**config.mk**
```make
export PLATFORM = sky130hd
export DESIGN_NAME = brownout_supply_monitor_ctrl
export DESIGN_NICKNAME = d
export VERILOG_FILES = /design/src/verilog/monitor_pkg.sv /design/src/verilog/monitor_sync.sv /design/src/verilog/brownout_supply_monitor_ctrl.sv
export SDC_FILE = /design/constraint.sdc
export NUM_CORES = 1
export LEC_CHECK = 0
export ABC_AREA = 1
export ABC_CLOCK_PERIOD_IN_PS = 2600
export BUFFER_PORTS_ARGS = -buffer_cell sky130_fd_sc_hd__buf_4
export CAP_MARGIN = 20
export CORE_ASPECT_RATIO = 1.4
export CORE_MARGIN = 3
export CORE_UTILIZATION = 53
export CTS_CLUSTER_DIAMETER = 200
export DETAILED_ROUTE_END_ITERATION = 10
export HOLD_SLACK_MARGIN = 0.12
export PLACE_DENSITY = 0.83
export SETUP_SLACK_MARGIN = 0.2
export SYNTH_ARGS = -nofsm -noshare
export SYNTH_HDL_FRONTEND = slang
export SYNTH_SLANG_ARGS = --single-unit
export TNS_END_PERCENT = 1
```
**constraint.sdc**
```tcl
create_clock -name CLK_SYS -period 2.6 [get_ports CLK_SYS]
set_clock_uncertainty 0.15 [all_clocks]
set_input_delay 0.26 -clock CLK_SYS [delete_from_list [all_inputs] [get_ports CLK_SYS]]
set_output_delay 0.26 -clock CLK_SYS [all_outputs]
set_load 0.03 [all_outputs]
```
**src/verilog/monitor_pkg.sv**
```systemverilog
// shared constants and types for the supply monitor control block
package monitor_pkg;
  // register bus
  localparam int ADDR_W = 8;
  localparam int DATA_W = 32;
  // register indices, byte address is four times the index
  localparam logic [5:0] IDX_CTRL_A = 6'h00;
  localparam logic [5:0] IDX_CTRL_B = 6'h01;
  localparam logic [5:0] IDX_WARN_CTRL = 6'h08;
  localparam logic [5:0] IDX_IRQ_CTRL = 6'h09;
  localparam logic [5:0] IDX_IRQ_FLAGS = 6'h0A;
  localparam logic [5:0] IDX_STATUS = 6'h0B;
  localparam logic [5:0] IDX_GUARD = 6'h0C;
  // monitor_control_a fields
  localparam int SLEEP_LSB = 0;
  localparam int ACTIVE_LSB = 2;
  localparam int SAMPFREQ_BIT = 4;
  // irq_control fields
  localparam int IE_BIT = 0;
  localparam int TRIG_LSB = 1;
  // irq_flags and status fields
  localparam int FLAG_BIT = 0;
  localparam int WSTAT_BIT = 0;
  // field widths and reset values
  localparam int MODE_W = 2;
  localparam int LVL_W = 3;
  localparam int WLVL_W = 2;
  localparam logic [1:0] WLVL_RST = 2'h0;
  localparam logic [1:0] TRIG_RST = 2'h0;
  // unlock key, arbitrary value
  localparam logic [7:0] UNLOCK_KEY = 8'hA5;
  // timing
  localparam longint CLK_HZ = 40000000;
  localparam longint CLK_NS = 25;
  localparam longint SAMP_FAST_HZ = 1000;
  localparam longint SAMP_SLOW_HZ = 125;
  localparam int SAMP_FAST_CYC = int'(CLK_HZ / SAMP_FAST_HZ);
  localparam int SAMP_SLOW_CYC = int'(CLK_HZ / SAMP_SLOW_HZ);
  localparam longint SAMP_ON_NS = 500;
  localparam int SAMP_ON_CYC = int'((SAMP_ON_NS + CLK_NS - 1) / CLK_NS);
  localparam longint WAKE_SETTLE_NS = 1000;
  localparam int WAKE_CYC = int'((WAKE_SETTLE_NS + CLK_NS - 1) / CLK_NS);
  localparam int GUARD_CYC = 4;
  localparam int CNT_W = 19;
  // operating modes
  typedef enum logic [1:0] {
    MODE_DIS = 2'b00,
    MODE_CONT = 2'b01,
    MODE_SAMP = 2'b10,
    MODE_WAKE = 2'b11
  } mode_t;
  // warning trigger selections
  typedef enum logic [1:0] {
    TRIG_BELOW = 2'b00,
    TRIG_ABOVE = 2'b01,
    TRIG_CROSS = 2'b10,
    TRIG_RSVD = 2'b11
  } trig_t;
  // sample sequencer states
  typedef enum logic [1:0] {
    ST_OFF = 2'b00,
    ST_WAIT = 2'b01,
    ST_ON = 2'b10
  } samp_state_t;
endpackage

```
**src/verilog/monitor_sync.sv**
```systemverilog
// two stage synchroniser for comparator levels
`timescale 1ns/1ps
module monitor_sync #(
  parameter int W = 2
) (
  // clock and reset
  input wire logic clk,
  input wire logic rst,
  // levels
  input wire logic [W-1:0] d,
  output logic [W-1:0] q
);
  logic [W-1:0] meta_reg;
  logic [W-1:0] sync_reg;

  // one pair of flops per bit
  genvar i;
  generate
    for (i = 0; i < W; i++) begin : g_bit
      always_ff @(posedge clk) begin
        if (rst) begin
          meta_reg[i] <= 1'b0;
          sync_reg[i] <= 1'b0;
        end else begin
          meta_reg[i] <= d[i];
          sync_reg[i] <= meta_reg[i];
        end
      end
    end
  endgenerate

  assign q = sync_reg;
endmodule

```
**src/verilog/brownout_supply_monitor_ctrl.sv**
```systemverilog
// supply monitor control: modes, sampling, reset, early warning, apb
`timescale 1ns/1ps
module brownout_supply_monitor_ctrl #(
  parameter int SAMP_FAST_CYC = monitor_pkg::SAMP_FAST_CYC,
  parameter int SAMP_SLOW_CYC = monitor_pkg::SAMP_SLOW_CYC
) (
  // clock and reset
  input wire logic CLK_SYS,
  input wire logic SYS_RST,
  // apb slave
  input wire logic PSEL,
  input wire logic PENABLE,
  input wire logic PWRITE,
  input wire logic [monitor_pkg::ADDR_W-1:0] PADDR,
  input wire logic [monitor_pkg::DATA_W-1:0] PWDATA,
  output logic [monitor_pkg::DATA_W-1:0] PRDATA,
  output logic PREADY,
  output logic PSLVERR,
  // fuse configuration
  input wire logic [monitor_pkg::MODE_W-1:0] FUSE_ACTIVE,
  input wire logic [monitor_pkg::MODE_W-1:0] FUSE_SLEEP,
  input wire logic FUSE_SAMPFREQ,
  input wire logic [monitor_pkg::LVL_W-1:0] FUSE_LEVEL,
  // system state
  input wire logic DEEP_SLEEP,
  input wire logic DEBUG_HALT,
  // analog comparator results, high when supply below
  input wire logic BOD_BELOW,
  input wire logic WARN_BELOW,
  // analog control
  output logic BOD_ENABLE,
  output logic [monitor_pkg::LVL_W-1:0] BOD_LEVEL,
  output logic WARN_ENABLE,
  output logic [monitor_pkg::WLVL_W-1:0] WARN_LEVEL,
  // system outputs
  output logic SYS_RESET_REQ,
  output logic WAKE_HOLD,
  output logic WARN_IRQ
);
  import monitor_pkg::*;

  // configuration registers
  logic [1:0] active_reg;
  logic [1:0] sleep_reg;
  logic sampfreq_reg;
  logic [2:0] lvl_reg;
  logic [1:0] wlvl_reg;
  logic [1:0] trig_reg;
  logic ie_reg;
  // state registers
  logic flag_reg;
  logic wstat_reg;
  logic reset_req_reg;
  logic [2:0] guard_reg;
  logic deep_q_reg;
  logic [5:0] hold_reg;
  logic [CNT_W-1:0] cnt_reg;
  logic [CNT_W-1:0] cnt_next;
  samp_state_t state_reg;
  samp_state_t state_next;
  logic [DATA_W-1:0] prdata_reg;
  logic [DATA_W-1:0] prdata_next;

  // synchronised comparator levels
  logic bod_below_s;
  logic warn_below_s;

  monitor_sync #(.W(2)) u_sync (
    .clk(CLK_SYS),
    .rst(SYS_RST),
    .d({BOD_BELOW, WARN_BELOW}),
    .q({bod_below_s, warn_below_s})
  );

  // apb decode
  wire [5:0] idx = PADDR[7:2];
  wire aligned = PADDR[1:0] == 2'b00;
  wire hit_a = aligned && idx == IDX_CTRL_A;
  wire hit_b = aligned && idx == IDX_CTRL_B;
  wire hit_wc = aligned && idx == IDX_WARN_CTRL;
  wire hit_ic = aligned && idx == IDX_IRQ_CTRL;
  wire hit_if = aligned && idx == IDX_IRQ_FLAGS;
  wire hit_st = aligned && idx == IDX_STATUS;
  wire hit_g = aligned && idx == IDX_GUARD;
  wire hit_any = hit_a | hit_b | hit_wc | hit_ic | hit_if | hit_st | hit_g;
  wire access = PSEL && PENABLE;
  wire wr = access && PWRITE && hit_any;
  wire setup_rd = PSEL && !PENABLE && !PWRITE;

  // single cycle access phase, error on unmapped address
  assign PREADY = 1'b1;
  assign PSLVERR = access && !hit_any;
  assign PRDATA = prdata_reg;

  // unlock window and protected write
  wire guard_open = guard_reg != 3'h0;
  wire key_wr = wr && hit_g && PWDATA[7:0] == UNLOCK_KEY;
  wire ctrl_wr = wr && hit_a;
  wire prot_wr = ctrl_wr && guard_open;
  wire flag_clr = wr && hit_if && PWDATA[FLAG_BIT];

  // effective mode, reserved sleep code acts as disabled
  wire [1:0] sleep_mode = (sleep_reg == MODE_WAKE) ? MODE_DIS : sleep_reg;
  wire [1:0] mode_eff = DEEP_SLEEP ? sleep_mode : active_reg;
  wire mode_cont = mode_eff == MODE_CONT || mode_eff == MODE_WAKE;
  wire mode_samp = mode_eff == MODE_SAMP;
  wire mode_on = mode_cont || mode_samp;

  // sampling period chosen by frequency bit
  wire [CNT_W-1:0] period_last = sampfreq_reg ?
    CNT_W'(SAMP_SLOW_CYC - 1) : CNT_W'(SAMP_FAST_CYC - 1);
  wire [CNT_W-1:0] on_last = CNT_W'(SAMP_ON_CYC - 1);
  wire sample_take = state_reg == ST_ON && cnt_reg == on_last;
  wire measure = mode_cont || sample_take;

  // warning monitor follows the monitor mode and the enable bit
  wire warn_active = ie_reg && mode_on;
  wire warn_meas = warn_active && measure;
  wire fall = warn_meas && warn_below_s && !wstat_reg;
  wire rise = warn_meas && !warn_below_s && wstat_reg;
  logic warn_event;

  // trigger selection
  always_comb begin
    case (trig_t'(trig_reg))
      TRIG_BELOW: warn_event = fall;
      TRIG_ABOVE: warn_event = rise;
      TRIG_CROSS: warn_event = fall || rise;
      default: warn_event = 1'b0;
    endcase
  end

  // sample sequencer
  always_comb begin
    state_next = state_reg;
    cnt_next = cnt_reg + CNT_W'(1);
    case (state_reg)
      ST_OFF: begin
        cnt_next = '0;
        if (mode_samp) begin
          state_next = ST_WAIT;
        end
      end
      ST_WAIT: begin
        if (cnt_reg >= period_last) begin
          state_next = ST_ON;
          cnt_next = '0;
        end
      end
      ST_ON: begin
        if (cnt_reg == on_last) begin
          state_next = ST_WAIT;
          cnt_next = on_last + CNT_W'(1);
        end
      end
      default: begin
        state_next = ST_OFF;
        cnt_next = '0;
      end
    endcase
    if (!mode_samp) begin
      state_next = ST_OFF;
      cnt_next = '0;
    end
  end

  // sequencer registers
  always_ff @(posedge CLK_SYS) begin
    if (SYS_RST) begin
      state_reg <= ST_OFF;
      cnt_reg <= '0;
    end else begin
      state_reg <= state_next;
      cnt_reg <= cnt_next;
    end
  end

  // fuse loaded configuration, threshold and active mode never written
  always_ff @(posedge CLK_SYS) begin
    if (SYS_RST) begin
      active_reg <= FUSE_ACTIVE;
      sampfreq_reg <= FUSE_SAMPFREQ;
      lvl_reg <= FUSE_LEVEL;
    end
  end

  // sleep mode from fuses, changed only after unlock
  always_ff @(posedge CLK_SYS) begin
    if (SYS_RST) begin
      sleep_reg <= FUSE_SLEEP;
    end else if (prot_wr) begin
      sleep_reg <= PWDATA[SLEEP_LSB +: 2];
    end
  end

  // unlock window counts down, closes on protected write
  always_ff @(posedge CLK_SYS) begin
    if (SYS_RST) begin
      guard_reg <= 3'h0;
    end else if (key_wr) begin
      guard_reg <= 3'(GUARD_CYC);
    end else if (prot_wr) begin
      guard_reg <= 3'h0;
    end else if (guard_open) begin
      guard_reg <= guard_reg - 3'h1;
    end
  end

  // warning control registers
  always_ff @(posedge CLK_SYS) begin
    if (SYS_RST) begin
      wlvl_reg <= WLVL_RST;
      trig_reg <= TRIG_RST;
      ie_reg <= 1'b0;
    end else begin
      if (wr && hit_wc) begin
        wlvl_reg <= PWDATA[1:0];
      end
      if (wr && hit_ic) begin
        ie_reg <= PWDATA[IE_BIT];
        trig_reg <= PWDATA[TRIG_LSB +: 2];
      end
    end
  end

  // warning status and flag, a new event beats the clear
  always_ff @(posedge CLK_SYS) begin
    if (SYS_RST) begin
      wstat_reg <= 1'b0;
      flag_reg <= 1'b0;
    end else begin
      if (warn_meas) begin
        wstat_reg <= warn_below_s;
      end
      flag_reg <= warn_event || (flag_reg && !flag_clr);
    end
  end

  // reset request updated at each measurement
  always_ff @(posedge CLK_SYS) begin
    if (SYS_RST) begin
      reset_req_reg <= 1'b0;
    end else if (!mode_on) begin
      reset_req_reg <= 1'b0;
    end else if (measure) begin
      reset_req_reg <= bod_below_s;
    end
  end

  // hold execution after wake until the monitor has settled
  always_ff @(posedge CLK_SYS) begin
    if (SYS_RST) begin
      deep_q_reg <= 1'b0;
      hold_reg <= 6'h00;
    end else begin
      deep_q_reg <= DEEP_SLEEP;
      if (deep_q_reg && !DEEP_SLEEP && active_reg == MODE_WAKE) begin
        hold_reg <= 6'(WAKE_CYC);
      end else if (hold_reg != 6'h00) begin
        hold_reg <= hold_reg - 6'h01;
      end
    end
  end

  // read data captured in the setup phase
  always_comb begin
    prdata_next = '0;
    if (hit_a) begin
      prdata_next[SLEEP_LSB +: 2] = sleep_reg;
      prdata_next[ACTIVE_LSB +: 2] = active_reg;
      prdata_next[SAMPFREQ_BIT] = sampfreq_reg;
    end
    if (hit_b) begin
      prdata_next[2:0] = lvl_reg;
    end
    if (hit_wc) begin
      prdata_next[1:0] = wlvl_reg;
    end
    if (hit_ic) begin
      prdata_next[IE_BIT] = ie_reg;
      prdata_next[TRIG_LSB +: 2] = trig_reg;
    end
    if (hit_if) begin
      prdata_next[FLAG_BIT] = flag_reg;
    end
    if (hit_st) begin
      prdata_next[WSTAT_BIT] = wstat_reg;
    end
    if (hit_g) begin
      prdata_next[0] = guard_open;
    end
  end

  // read data register
  always_ff @(posedge CLK_SYS) begin
    if (SYS_RST) begin
      prdata_reg <= '0;
    end else if (setup_rd) begin
      prdata_reg <= prdata_next;
    end
  end

  // analog control and system outputs
  assign BOD_ENABLE = mode_cont || (mode_samp && state_reg == ST_ON);
  assign BOD_LEVEL = lvl_reg;
  assign WARN_ENABLE = warn_active && BOD_ENABLE;
  assign WARN_LEVEL = wlvl_reg;
  assign SYS_RESET_REQ = reset_req_reg;
  assign WAKE_HOLD = hold_reg != 6'h00;
  assign WARN_IRQ = flag_reg && ie_reg && !DEBUG_HALT;
endmodule

```
==> impl_results.md <==
- Startpoint Class: flip-flop
- Routed Wire Length: 8.110 mm
- R2R Path Start: sampfreq_reg$_DFFE_PP_
- Pre-Repair DR Iteration Count: 4
- Num ports: 101
- Sequential fraction of the synthesis area: 33.76%
- WL/cell: 12.93 microns
- Tot Pwr: 2.126 mW
- Top cell type by total area after synthesis: dfxtp_1
- Crit Path Max Fanout: 13
- Skew-Pair Late Insertion Delay: 0.32 ns
- Buffers on Ports: 48
- Worst min path class: primary input to flip-flop
- Initial cell density of the core: 55.76%
- Final Hold Fails: 0
- DRC: 0
- Max frequency: 436.3 MHz
- Status: complete, no violations
- R2r endpoint: cnt_reg[15]$_SDFF_PP0_
- Max-cap viol count: 0
- Syn. warnings: 0
- Worst Hold End: u_sync.q[0]$_SDFF_PP0_
- Routed Antenna Nets: 0
- GRT overflow: 0
- FF+latch count, synth: 56
- Hold path start: SYS_RST
- Cell variety after synth: 41
- Final Net Count: 628
- Hpwl dp: 6.163 mm
- FFs w/ async S/R, synth: 0%
- Setup TNS: 0 ns
- Max-slew violation count: 0
- Clk sinks: 56
- Max rail drop VDD: 0.0005542 V
- Count leader, synth: nand2_1
- Final worst-path cycle share: 88.16%
- Synth-to-layout area growth: 16.14%
- Static Leak: 1.873 nW
- CTS tree: done
- Worst EP arrival: 2.34 ns
- Synth top area share: 27.00%
- R2R Setup Slk: 0.31 ns
- GP Congestion: 0.9284
- Worst r2r path cells: 13
- Top cells by count, synth: 83 x nand2_1, 65 x inv_1, 63 x nor2_1
- Cts bufs inserted: 5
- Seq. cell area: 0.001201 sq mm
- Antenna violations before repair: 0
- Die area: 0.007747 sq mm
- Fillers: 561
- Fraction of layout cells with a size suffix above 1: 18.92%
- Die extent in y: 103.0 microns
- Area of the multi-input gates: 0.001944 sq mm
- Post-synth EDFFs: 8
- Root Buffer: clkbuf_8
- Critical path capture point type: flip-flop
- Core Box Area: 0.006381 sq mm
- Worst-path clk slew: 0.12 ns
- DR vias/cell: 5.131
- Worst-case clock buffer depth: 2
- Required time of the worst setup path: 2.65 ns
- Syn Std Cell Area: 0.003558 sq mm
- Largest net degree at the start of global routing: 24
- Hold Path Cell Cnt: 2
- Most used DFF post-synth: dfxtp_1
- Diode count: 0
- Die Wd: 75.25 microns
- Cells after synthesis: 489
- Number of global-route vias before repair: 3197
- Endpoints failing setup: 0
- Std cell rows: 34
- Iter 0 DRT Violations: 120
- Fin crit period: 2.292 ns
- Via count: 3217
- Largest cells by area after synthesis: dfxtp_1 27%, nand2_1 8.8%, inv_1 6.9%
- Tot GR Track Use: 22.46%
- Mapped Avg Cell Area: 7.277 sq um
- # H-tree levels: 2
- Pwr dens: 514.4 mW/mm^2
- First-pass GRT wire length: 13.60 mm
- Max reg flops: 19
- Critical path class: flip-flop to flip-flop
- RSZ-0062 raised after global routing: yes
==> cells by family after synthesis <==
group / share of synthesized area, %
compound gates: 7.420
xor+xnor: 3.446
fa+ha+maj: 5.977
buf+inv: 14.45
flops: 33.76
other cells: 0.2110
simple gates: 34.74
==> metal layers <==
| metal | share of wire [%] | vias to the layer above | track usage, % |
|---|---|---|---|
| met5 | 0 | - | 0 |
| li1 | - | 1648 | - |
| met2 | 54 | 72 | 42.28 |
| met1 | 39 | 1476 | 24.27 |
| met3 | 3.4 | 21 | 3.902 |
| met4 | 2.8 | 0 | 8.614 |
==> per-stage QoR <==
step	hold WS [ns]	utilization, %	std cells	setup WS, ns	area (sq um)
global placement	0.2453	60.47	602	0.3087	3859
finish	0.1405	64.76	627	0.3078	4133
floorplan	0.2089	-	515	0.3996	3656
global route	0.1270	64.76	627	0.1077	4133
CTS	0.1291	64.59	626	0.2064	4121
detailed placement	0.2471	60.47	602	0.2614	3859
==> worst max-delay path, stage by stage, from the launching register on <==
cell and delay, ns:
edfxtp_1 0.50, inv_2 0.13, ha_1 0.34, nand2_1 0.06
inv_1 0.07, nand3_1 0.06, nor2_1 0.16, nand2_1 0.09
nor2_2 0.10, nor2_2 0.05, nand3_2 0.10, nand2_4 0.08
nand2_4 0.21, nor2_1 0.07
==> power by group <==
group / leakage, nW / internal, mW / total (mW) / switching, mW
clock network: 0.0515 / 0.204 / 0.531 / 0.327
registers: 0.468 / 0.952 / 0.997 / 0.0452
logic: 1.35 / 0.228 / 0.598 / 0.369
total: 1.87 / 1.38 / 2.13 / 0.742
==> final cells by class <==
cell class	instances	share of cell area, %
well taps	72	2.180
repair buffers	65	12.78
multi-input cells	355	47.05
inverters	71	6.449
clock buffers	5	1.665
clock inverters	3	0.8174
flip-flops and latches	56	29.06
==> how the worst max path moves through the flow <==
stage | start | endpoint | slack [ns]
after global routing | sampfreq_reg$_DFFE_PP_ | cnt_reg[14]$_SDFF_PP0_ | 0.11
after global placement | sampfreq_reg$_DFFE_PP_ | cnt_reg[14]$_SDFF_PP0_ | 0.31
after detailed placement | sampfreq_reg$_DFFE_PP_ | cnt_reg[16]$_SDFF_PP0_ | 0.26
after CTS | sampfreq_reg$_DFFE_PP_ | cnt_reg[15]$_SDFF_PP0_ | 0.21
after floorplan | sleep_reg[1]$_DFFE_PP_ | WARN_ENABLE | 0.40
final | sampfreq_reg$_DFFE_PP_ | cnt_reg[15]$_SDFF_PP0_ | 0.31
==> what timing repair did <==
item / 4_1_cts / 5_1_grt
hold buffers: 16 / 0
setup buffers: 0 / 1
endpoints found under the hold margin: 17 / 0
resized for setup: 0 / 2
setup endpoints to repair: 0 / 21
==> placed cells by master (no fill, tap or decap), types with 4 or more instances in the layout <==
cell and instances:
nand2_1 83, inv_1 64, nor2_1 63, buf_4 49, dfxtp_1 48, nand3_1 36, conb_1 28, a21oi_1 17
nand4_1 17, ha_1 17, dlygate4sd3_1 16, nor2_2 15, o21ai_0 13, xor2_1 10, edfxtp_1 8, inv_2 7
nor2_4 7, nor3_1 7, clkbuf_8 5, nand2_2 4, nand3_2 4, nor4_1 4, xnor2_1 4
(Power assumes the default switching activity.)
